**src/core/vcr_defs.svh**
```systemverilog
// Notes on behaviour
// - Capability bit 15 reads REJECT_SNOOP, 0 by default, so VC0 then allows snooped and no-snoop TLPs.
// - If snoop reject is 1, TLPs without No Snoop are Unsupported Requests.
// - Control bit 31, the default channel enable, is fixed at 1 and read-only.
// - Control bits 26:24, the channel identifier, are read-only and zero.
// - Map bits 7:1 are read-write, reset to ones, bit n routes class n.
// - Several map bits may be set at once, each marked class rides VC0.
// - Control bit 0 is read-only and reads 1, so class zero goes to VC0.
`ifndef VCR_DEFS_SVH
`define VCR_DEFS_SVH

// Register offsets in extended configuration space
`define VCR_CAP_OFS 12'h110
`define VCR_CTL_OFS 12'h114

// Reset values
`define VCR_CAP_RST 32'h0000_0000
`define VCR_CTL_RST 32'h8000_00FF
`define VCR_MAP_RST 7'h7F

// Field positions
`define VCR_RSNP_BIT 15
`define VCR_EN_BIT 31
`define VCR_ID_LSB 24
`define VCR_ID_MSB 26
`define VCR_MAP_LSB 1
`define VCR_MAP_MSB 7
`define VCR_TC0_BIT 0
`define VCR_ID_VAL 3'h0
`define VCR_MAP_BE 0

`endif

```
**src/core/vcr_pkg.sv**
```systemverilog
package vcr_pkg;
    // Register port widths
    typedef logic [11:0] vcr_addr_t;
    typedef logic [31:0] vcr_word_t;
    typedef logic [3:0] vcr_be_t;
    // Traffic class label and its full class map
    typedef logic [2:0] vcr_tc_t;
    typedef logic [7:0] vcr_tc_map_t;
    // Verdict on one transaction
    typedef enum logic [1:0]
    {
        VCR_NONE = 2'b00,
        VCR_ACCEPT = 2'b01,
        VCR_UNSUPP = 2'b10,
        VCR_UNMAPPED = 2'b11
    } vcr_verdict_t;
endpackage

```
**src/core/vcr_map_if.sv**
```systemverilog
interface vcr_map_if;
    import vcr_pkg::*;
    vcr_tc_map_t tc_map;
    logic reject_snoop;
    logic tlp_valid;
    vcr_tc_t tlp_tc;
    logic tlp_no_snoop;
    vcr_verdict_t verdict;
    // Register side drives map and request, reads verdict
    modport regs (output tc_map, reject_snoop, tlp_valid, tlp_tc,
                  output tlp_no_snoop, input verdict);
    // Steering side judges each request
    modport steer (input tc_map, reject_snoop, tlp_valid, tlp_tc,
                   input tlp_no_snoop, output verdict);
endinterface

```
**src/core/vcr_regs.sv**
```systemverilog
`include "vcr_defs.svh"

module vcr_regs
#(
    parameter bit REJECT_SNOOP = 1'b0
)
(
    input wire logic sys_clk_i,
    input wire logic reset_n_i,
    input wire vcr_pkg::vcr_addr_t cfg_addr_i,
    input wire logic cfg_rd_i,
    input wire logic cfg_wr_i,
    input wire vcr_pkg::vcr_be_t cfg_be_i,
    input wire vcr_pkg::vcr_word_t cfg_wdata_i,
    output logic cfg_rvalid_o,
    output vcr_pkg::vcr_word_t cfg_rdata_o,
    input wire logic tlp_valid_i,
    input wire vcr_pkg::vcr_tc_t tlp_tc_i,
    input wire logic tlp_no_snoop_i,
    output logic tlp_accept_o,
    output logic tlp_unsupp_o,
    output logic tlp_unmapped_o,
    output vcr_pkg::vcr_tc_map_t tc_map_o
);
    import vcr_pkg::*;

    logic [`VCR_MAP_MSB:`VCR_MAP_LSB] traffic_class_map_q;
    logic [`VCR_MAP_MSB:`VCR_MAP_LSB] traffic_class_map_d;
    vcr_word_t rdata_q;
    vcr_word_t rdata_d;
    logic rvalid_q;
    logic accept_q;
    logic unsupp_q;
    logic unmapped_q;
    vcr_tc_map_t tc_map_q;

    wire cap_hit;
    wire ctl_hit;
    wire map_wr;
    wire reject_snooped_traffic_flag;
    wire default_channel_enable_bit;
    wire [2:0] default_channel_identifier;
    wire class_zero_fixed_map_bit;
    wire [6:0] wdata_map;
    vcr_word_t cap_word;
    vcr_word_t ctl_word;
    vcr_tc_map_t full_map;

    vcr_map_if map_if ();

    // Address decode
    assign cap_hit = (cfg_addr_i == `VCR_CAP_OFS);
    assign ctl_hit = (cfg_addr_i == `VCR_CTL_OFS);
    // Only the map byte lane of the control word is writable
    assign map_wr = cfg_wr_i & ctl_hit & cfg_be_i[`VCR_MAP_BE];
    assign wdata_map = cfg_wdata_i[`VCR_MAP_MSB:`VCR_MAP_LSB];

    // Fixed fields
    assign reject_snooped_traffic_flag = REJECT_SNOOP;
    assign default_channel_enable_bit = 1'b1;
    assign default_channel_identifier = `VCR_ID_VAL;
    assign class_zero_fixed_map_bit = 1'b1;
    assign full_map = {traffic_class_map_q, class_zero_fixed_map_bit};

    // Read images, all reserved bits zero
    always_comb
    begin
        cap_word = `VCR_CAP_RST;
        cap_word[`VCR_RSNP_BIT] = reject_snooped_traffic_flag;
        ctl_word = 32'h0000_0000;
        ctl_word[`VCR_EN_BIT] = default_channel_enable_bit;
        ctl_word[`VCR_ID_MSB:`VCR_ID_LSB] = default_channel_identifier;
        ctl_word[`VCR_MAP_MSB:`VCR_MAP_LSB] = traffic_class_map_q;
        ctl_word[`VCR_TC0_BIT] = class_zero_fixed_map_bit;
    end

    // Read mux; unmapped offsets answer zero
    always_comb
    begin
        if (cap_hit)
            rdata_d = cap_word;
        else if (ctl_hit)
            rdata_d = ctl_word;
        else
            rdata_d = 32'h0000_0000;
    end

    // Map register next value
    assign traffic_class_map_d = map_wr ? wdata_map : traffic_class_map_q;

    // Class map storage
    always_ff @(posedge sys_clk_i)
    begin
        if (!reset_n_i)
            traffic_class_map_q <= `VCR_MAP_RST;
        else
            traffic_class_map_q <= traffic_class_map_d;
    end

    // Read answer one cycle after the request
    always_ff @(posedge sys_clk_i)
    begin
        if (!reset_n_i)
        begin
            rvalid_q <= 1'b0;
            rdata_q <= 32'h0000_0000;
        end
        else
        begin
            rvalid_q <= cfg_rd_i;
            rdata_q <= cfg_rd_i ? rdata_d : 32'h0000_0000;
        end
    end

    // Hand the map and the request to the steering logic
    assign map_if.tc_map = full_map;
    assign map_if.reject_snoop = reject_snooped_traffic_flag;
    assign map_if.tlp_valid = tlp_valid_i;
    assign map_if.tlp_tc = tlp_tc_i;
    assign map_if.tlp_no_snoop = tlp_no_snoop_i;

    vcr_tc_steer u_steer
    (
        .map_if (map_if.steer)
    );

    // Registered verdict pulses and map copy
    always_ff @(posedge sys_clk_i)
    begin
        if (!reset_n_i)
        begin
            accept_q <= 1'b0;
            unsupp_q <= 1'b0;
            unmapped_q <= 1'b0;
            tc_map_q <= {`VCR_MAP_RST, 1'b1};
        end
        else
        begin
            accept_q <= (map_if.verdict == VCR_ACCEPT);
            unsupp_q <= (map_if.verdict == VCR_UNSUPP);
            unmapped_q <= (map_if.verdict == VCR_UNMAPPED);
            tc_map_q <= full_map;
        end
    end

    // Outputs straight from flops
    assign cfg_rvalid_o = rvalid_q;
    assign cfg_rdata_o = rdata_q;
    assign tlp_accept_o = accept_q;
    assign tlp_unsupp_o = unsupp_q;
    assign tlp_unmapped_o = unmapped_q;
    assign tc_map_o = tc_map_q;

    // Capability read shows the snoop-reject setting
    cap_snoop_read_a: assert property (
        @(posedge sys_clk_i) disable iff (!reset_n_i)
        cfg_rd_i && cap_hit |=> cfg_rvalid_o
            && cfg_rdata_o == (REJECT_SNOOP ? 32'h0000_8000 : 32'h0000_0000))
        else $error("capability word wrong");

    // Refused snooped traffic gives an unsupported pulse and no accept pulse
    snoop_refuse_a: assert property (
        @(posedge sys_clk_i) disable iff (!reset_n_i)
        tlp_valid_i && REJECT_SNOOP && !tlp_no_snoop_i
            |=> tlp_unsupp_o && !tlp_accept_o)
        else $error("snooped request not refused");

    // Enable bit always reads one
    enable_fixed_a: assert property (
        @(posedge sys_clk_i) disable iff (!reset_n_i)
        cfg_rd_i && ctl_hit |=> cfg_rdata_o[`VCR_EN_BIT])
        else $error("enable bit not set");

    // Identifier always reads zero, even after a write
    ident_zero_a: assert property (
        @(posedge sys_clk_i) disable iff (!reset_n_i)
        cfg_wr_i && ctl_hit ##1 cfg_rd_i && ctl_hit
            |=> cfg_rdata_o[`VCR_ID_MSB:`VCR_ID_LSB] == 3'h0)
        else $error("identifier not zero");

    // A map write is read back two cycles later
    map_write_a: assert property (
        @(posedge sys_clk_i) disable iff (!reset_n_i)
        map_wr ##1 (cfg_rd_i && ctl_hit && !map_wr)
            |=> cfg_rdata_o[7:1] == $past(wdata_map, 2))
        else $error("map write lost");

    // Every mapped class is accepted when snoop reject is off
    multi_class_a: assert property (
        @(posedge sys_clk_i) disable iff (!reset_n_i)
        tlp_valid_i && !REJECT_SNOOP && full_map[tlp_tc_i]
            |=> tlp_accept_o && !tlp_unmapped_o)
        else $error("mapped class not accepted");

    // Class zero routed whenever snoop reject is off, bit 0 always one
    class_zero_a: assert property (
        @(posedge sys_clk_i) disable iff (!reset_n_i)
        tlp_valid_i && tlp_tc_i == 3'h0 && !REJECT_SNOOP
            |=> tlp_accept_o && tc_map_o[`VCR_TC0_BIT])
        else $error("class zero not routed");

    // Reserved bits read zero and ignore writes
    reserved_zero_a: assert property (
        @(posedge sys_clk_i) disable iff (!reset_n_i)
        cfg_rd_i && ctl_hit |=> cfg_rdata_o[30:27] == 4'h0
            && cfg_rdata_o[23:8] == 16'h0000)
        else $error("reserved bits not zero");

    // Every transaction gets exactly one verdict pulse
    verdict_single_a: assert property (
        @(posedge sys_clk_i) disable iff (!reset_n_i)
        tlp_valid_i |=> $onehot({tlp_accept_o, tlp_unsupp_o, tlp_unmapped_o}))
        else $error("verdict not single");

    // A class missing from the map is reported unmapped unless snooped traffic is refused
    unmapped_class_a: assert property (
        @(posedge sys_clk_i) disable iff (!reset_n_i)
        tlp_valid_i && !full_map[tlp_tc_i]
            && (!REJECT_SNOOP || tlp_no_snoop_i) |=> tlp_unmapped_o)
        else $error("unmapped class not reported");

    // Writes that miss the map lane leave the map alone
    map_hold_a: assert property (
        @(posedge sys_clk_i) disable iff (!reset_n_i)
        cfg_wr_i && (cfg_addr_i != `VCR_CTL_OFS || !cfg_be_i[`VCR_MAP_BE])
            |=> $stable(traffic_class_map_q))
        else $error("map changed by ignored write");
endmodule

```
**src/core/vcr_tc_steer.sv**
```systemverilog
module vcr_tc_steer
(
    vcr_map_if.steer map_if
);
    import vcr_pkg::*;

    wire snoop_refused;
    wire class_mapped;

    // Snooped traffic refused only when the capability says so
    assign snoop_refused = map_if.reject_snoop & ~map_if.tlp_no_snoop;
    // Any set map bit routes its class, many at once
    assign class_mapped = map_if.tc_map[map_if.tlp_tc];

    // Verdict, refusal takes priority over mapping
    always_comb
    begin
        if (!map_if.tlp_valid)
            map_if.verdict = VCR_NONE;
        else if (snoop_refused)
            map_if.verdict = VCR_UNSUPP;
        else if (class_mapped)
            map_if.verdict = VCR_ACCEPT;
        else
            map_if.verdict = VCR_UNMAPPED;
    end
endmodule

```
**config.mk**
```make
export PLATFORM = sky130hd
export DESIGN_NAME = vcr_regs
export DESIGN_NICKNAME = d
export VERILOG_FILES = /design/src/core/vcr_pkg.sv /design/src/core/vcr_map_if.sv /design/src/core/vcr_regs.sv /design/src/core/vcr_tc_steer.sv
export VERILOG_INCLUDE_DIRS = /design/src /design/src/core
export SDC_FILE = /design/constraint.sdc
export NUM_CORES = 1
export LEC_CHECK = 0
export ABC_AREA = 1
export BUFFER_PORTS_ARGS = -buffer_cell sky130_fd_sc_hd__buf_4
export CAP_MARGIN = 20
export CORE_UTILIZATION = 34
export DETAILED_ROUTE_END_ITERATION = 16
export GPL_ROUTABILITY_DRIVEN = 0
export MAX_ROUTING_LAYER = met4
export PLACE_DENSITY = 0.78
export SLEW_MARGIN = 20
export SYNTH_ARGS = -nofsm -noshare
export SYNTH_HDL_FRONTEND = slang
export SYNTH_HIERARCHICAL = 1
export SYNTH_SLANG_ARGS = --single-unit
export TNS_END_PERCENT = 1
```
**constraint.sdc**
```tcl
create_clock -name sys_clk_i -period 1.15 [get_ports sys_clk_i]
set_clock_uncertainty 0.15 [all_clocks]
set_input_delay 0.115 -clock sys_clk_i [delete_from_list [all_inputs] [get_ports sys_clk_i]]
set_output_delay 0.115 -clock sys_clk_i [all_outputs]
set_load 0.005 [all_outputs]
```
Word level (Yosys, flattened, before mapping) --
Index checks and enable logic that the tools add are counted.
Storage, ports and cells: bits in registers 51, input bits 57, output and inout port bits 44, word-level logic and storage cells 27
Operators by class: $lt $le $gt $ge 1, equal/unequal tests 5, mux-type cells 5, bitwise gates (word level) 5, reductions and logical operators 2
Operators with widths (number):
- $mux W32 | 1
- $eq A12 B9 Y1 const B | 2
- $eq A2 B2 Y1 const B | 2
- $lt A3 B4 Y1 const B | 1
- $mux W2 | 2
- $reduce_or A4 Y1 | 1
- $bmux W1 S3 | 1
- $not A1 Y1 | 3
- $reduce_or A3 Y1 | 1
- $and A1 B1 Y1 | 2
- $eq A2 B1 Y1 const B | 1
- $mux W1 | 1

Longest topological paths before layout --
word-level depth 5, depth in mapped cells 10, mapped depth without buffers 10

Modules after synthesis --
Netlist, hierarchy kept.
Modules (own cells, without submodules):
- vcr_regs | instances 1, cells an instance 125, area each 1091.0 um^2
- vcr_tc_steer | instances 1, cells an instance 29, area each 122.6 um^2

Least setup slack after synthesis --
Ideal clock, no wire load.
path kind reg-to-reg, start point register traffic_class_map_q[5] (netlist name), end point register unsupp_q, in the netlist tlp_unsupp_o, setup time 0.078 ns, arrival time 0.853 ns, required time 0.922 ns, path slack 0.070 ns, cell stages (with the launch flop) 10, period minus slack after synthesis 1.080 ns, cells stage by stage dfxtp_1 > inv_1 > nand2_1 > nand3_1 > nand3_1 > nand3_1 > nand2_1 > inv_1 > inv_1 > nor3_1
On the way: word-level cells in the longest chain between the ends 5
Ends and longest elaborated chain:
- start, declared | RTL line vcr_regs.sv:27 | logic [`VCR_MAP_MSB:`VCR_MAP_LSB] traffic_class_map_q;
- start signal, assigned | RTL line vcr_regs.sv:95 | traffic_class_map_q <= `VCR_MAP_RST;
- start signal, assigned | RTL line vcr_regs.sv:97 | traffic_class_map_q <= traffic_class_map_d;
- $bmux W1 S3 | RTL line vcr_tc_steer.sv:13 | assign class_mapped = map_if.tc_map[map_if.tlp_tc];
- $mux W1 (not written as such) | RTL line vcr_tc_steer.sv:13
- $mux W2 | RTL line vcr_tc_steer.sv:22 | else if (class_mapped)
- $mux W2 | RTL line vcr_tc_steer.sv:18 | if (!map_if.tlp_valid)
- named net map_if.verdict[1] | RTL line vcr_map_if.sv:8 | vcr_verdict_t verdict;
- $eq A2 B2 Y1 | RTL line vcr_regs.sv:140 | unsupp_q <= (map_if.verdict == VCR_UNSUPP);
- end signal, assigned | RTL line vcr_regs.sv:140
- end, declared | RTL line vcr_regs.sv:33 | logic unsupp_q;
The timed path passes the listed nets, and every way through them passes these cells. The select of a mux whose other input is x is not followed. A chain may end at the register's enable or synchronous reset.

Worst setup path after layout --
start point register traffic_class_map_q[5] (netlist name), end point register accept_q, in the netlist tlp_accept_o
On the way: word-level cells in the longest chain between the ends 5
Ends and longest elaborated chain:
- $bmux W1 S3 | RTL line vcr_tc_steer.sv:13
- $mux W1 (not written as such) | RTL line vcr_tc_steer.sv:13
- $mux W2 | RTL line vcr_tc_steer.sv:22
- $mux W2 | RTL line vcr_tc_steer.sv:18
- named net map_if.verdict[1] | RTL line vcr_map_if.sv:8
- $eq A2 B1 Y1 | RTL line vcr_regs.sv:139 | accept_q <= (map_if.verdict == VCR_ACCEPT);
- end signal, assigned | RTL line vcr_regs.sv:139
- end, declared | RTL line vcr_regs.sv:32 | logic accept_q;
The timed path passes the listed nets, and every way through them passes these cells. The select of a mux whose other input is x is not followed.

==> metrics.csv <==
metric,value,unit
finalSetupViolations,3,
grt_pass1_vias,934,
setup_tns,-54.63,ps
antenna_found_initial,0,
pre_cts_slack,-52.87,ps
synth_area,1214,sq um
grtUsageTotal,13.58,%
layout.cells.non_filler,272,
final_common_cell,buf_4,
multiInputGateArea,513.0,sq um
maxSlewViolCount,0,
place_hpwl,1.792,mm
initial_core_util,35.81,%
ant_nets,0,
fin_nets,284,
synth_top_family_by_area,simple AND/OR/NAND/NOR gates,
final_hold_viol_count,0,
path_clk_slew,140,ps
syn_area_per_cell,7.881,sq um
synth_mux_area_share,0,%
htree_levels,1,
wl_per_cell,8.813,microns
vias,1094,
clock_power_share,35.1,%
grt_max_degree,16,
ff_latch_area,526.8,sq um
place_inst,258,
grt_pass1_wl,3.774,mm
required,1250,ps
synth_seq_cells,26,
viasPerCell,4.022,
switching_share,21.10,%
finalWirelength,2.397,mm
max_freq,850.8,MHz
fillCellCount,318,
period_needed,1175,ps
syn_inst,154,
drc,0,
layout_common_cells,"buf_4, nand2_1, conb_1",
p_int,1.378,mW
status,"complete, but fails checks",
area_delta_synth_final,48.14,%
cts-buffers-inserted,3,
synth_compound_area_share,0.6186,%
p_leak,1.079,nW
synth-xor-area-share,0,%
overflow,0,
post_cts_buffers,0,
crit_type,register to register,
min_period_over_period,102.2,%
dr.pass1.iters,4,
cts-root-buf,clkbuf_4,
clock_latency,310,ps
drtIter0Drc,55,
finalWorstSetupSlack,-25.41,ps
ios,101,
violations,negative setup slack,
hp-class,primary input to register,
worst-path-max-fanout,2,
clock_path_buffers,2,
p_comb_share,12.8,%
ys_seq_area_share,42.89,%
die_area,3812,sq um
rsz0062_at_grt,true,
port_buffers,48,
rows,21,
maxCapViolations,0,
ys_types,19,
endpoint_kind,register,
seqPwrFrac,52.0,%
diodes,0,
post-route-util,53.05,%
dieHeight,61.75,microns
drive_gt1_share,37.61,%
cts_sinks,26,
irDropWorstVdd,0.3785,mV
synthSimpleGateAreaFrac,31.65,%
yosysWarnings,6,
core_region_area,3390,sq um
arrival,1270,ps
tritoncts,done,
p_switching,368.5,uW
dieWidth,61.75,microns
powerDensity,971.5,nW/um^2
synth_fa_ha_area_share,0,%
worst_setup_path_start_kind,register,
==> Yosys cell counts <==
library cell | n | share of area (%)
a21boi_0 | 1 | 0.62
buf_4 | 25 | 15
clkbuf_1 | 1 | 0.31
clkbuf_2 | 1 | 0.41
conb_1 | 2 | 0.62
dfxtp_1 | 26 | 43
inv_1 | 25 | 7.7
inv_2 | 1 | 0.31
nand2_1 | 32 | 9.9
nand3_1 | 12 | 4.9
nand3_4 | 1 | 1.4
nand3b_1 | 1 | 0.62
nand4_1 | 7 | 3.6
nand4_4 | 1 | 1.8
nor2_1 | 10 | 3.1
nor2_2 | 2 | 1.0
nor2_8 | 2 | 3.3
nor3_1 | 3 | 1.2
or2_4 | 1 | 0.72
==> kinds of logic (layout without fill, tap and decap cells) <==
family	Yosys count	count (layout)
other	2	27
flip-flops	26	26
AND/OR/NAND/NOR	72	72
buffers and inverters	53	100
AO/OA/AOI/OAI	1	1
==> power by group through the flow <==
stage	Sequential (mW)	Clock [mW]	Combinational (mW)
floorplan	0.929	0	0.141
global placement	0.928	0	0.183
detailed placement	0.928	0	0.188
CTS	0.908	0.622	0.216
global route	0.910	0.674	0.248
finish	0.909	0.614	0.224
==> registers in the layout, indices dropped and copies added, names as in the netlist <==
name / cells
cfg_rdata_o: 8
cfg_rvalid_o: 1
tc_map_o: 7
tlp_accept_o: 1
tlp_unmapped_o: 1
tlp_unsupp_o: 1
traffic_class_map_q: 7
==> layer usage <==
layer | up-vias | GRT usage (%) | part of all wire [%]
met5 | - | - | 0
met4 | 0 | 4.762 | 0.79
met3 | 2 | 1.449 | 8.9
met2 | 52 | 24.42 | 53
met1 | 480 | 15.57 | 37
li1 | 560 | - | -
==> repair_timing <==
item,in CTS,in global routing
hold endpoints to repair,11,0
endpoints found under the setup margin,2,3
pin swaps,2,1
hold buffers,10,0
gates resized for setup,3,10
==> per-stage QoR <==
step	hold WS, ps	total power, mW	instance area [sq um]
3_3_place_gp	211.9	1.111	1619
4_1_cts	42.75	1.746	1773
2_1_floorplan	119.3	1.070	1308
3_5_place_dp	218.1	1.116	1619
5_1_grt	88.57	1.833	1798
6_report	68.87	1.747	1798
==> cell type report <==
class,count,share of cell area (%)
inverter,26,5.428
clock inverter,1,1.670
multi-input combinational,100,28.53
timing repair buffer,70,30.62
clock buffer,3,1.253
sequential,26,29.30
tap,46,3.201
==> worst max-delay path, cell delays in order (launching register included) <==
cell and delay, ps:
dfxtp_2 350, inv_1 40, nand2_1 60, nand3_1 80, nand3_1 80, nand3_1 70, nand2_1 70, inv_2 50
nor3_2 160
==> worst paths after layout <==
check        slack (ps)                      to  depth (start not counted)              startpoint
min reg2reg         410             tc_map_o[5]                          3  traffic_class_map_q[5]
max reg2reg         -30            tlp_accept_o                          8  traffic_class_map_q[5]
min                  70  traffic_class_map_q[1]                          5          cfg_addr_i[10]
max                 -30            tlp_accept_o                          8  traffic_class_map_q[5]
Power figures use the tool's default switching activity.
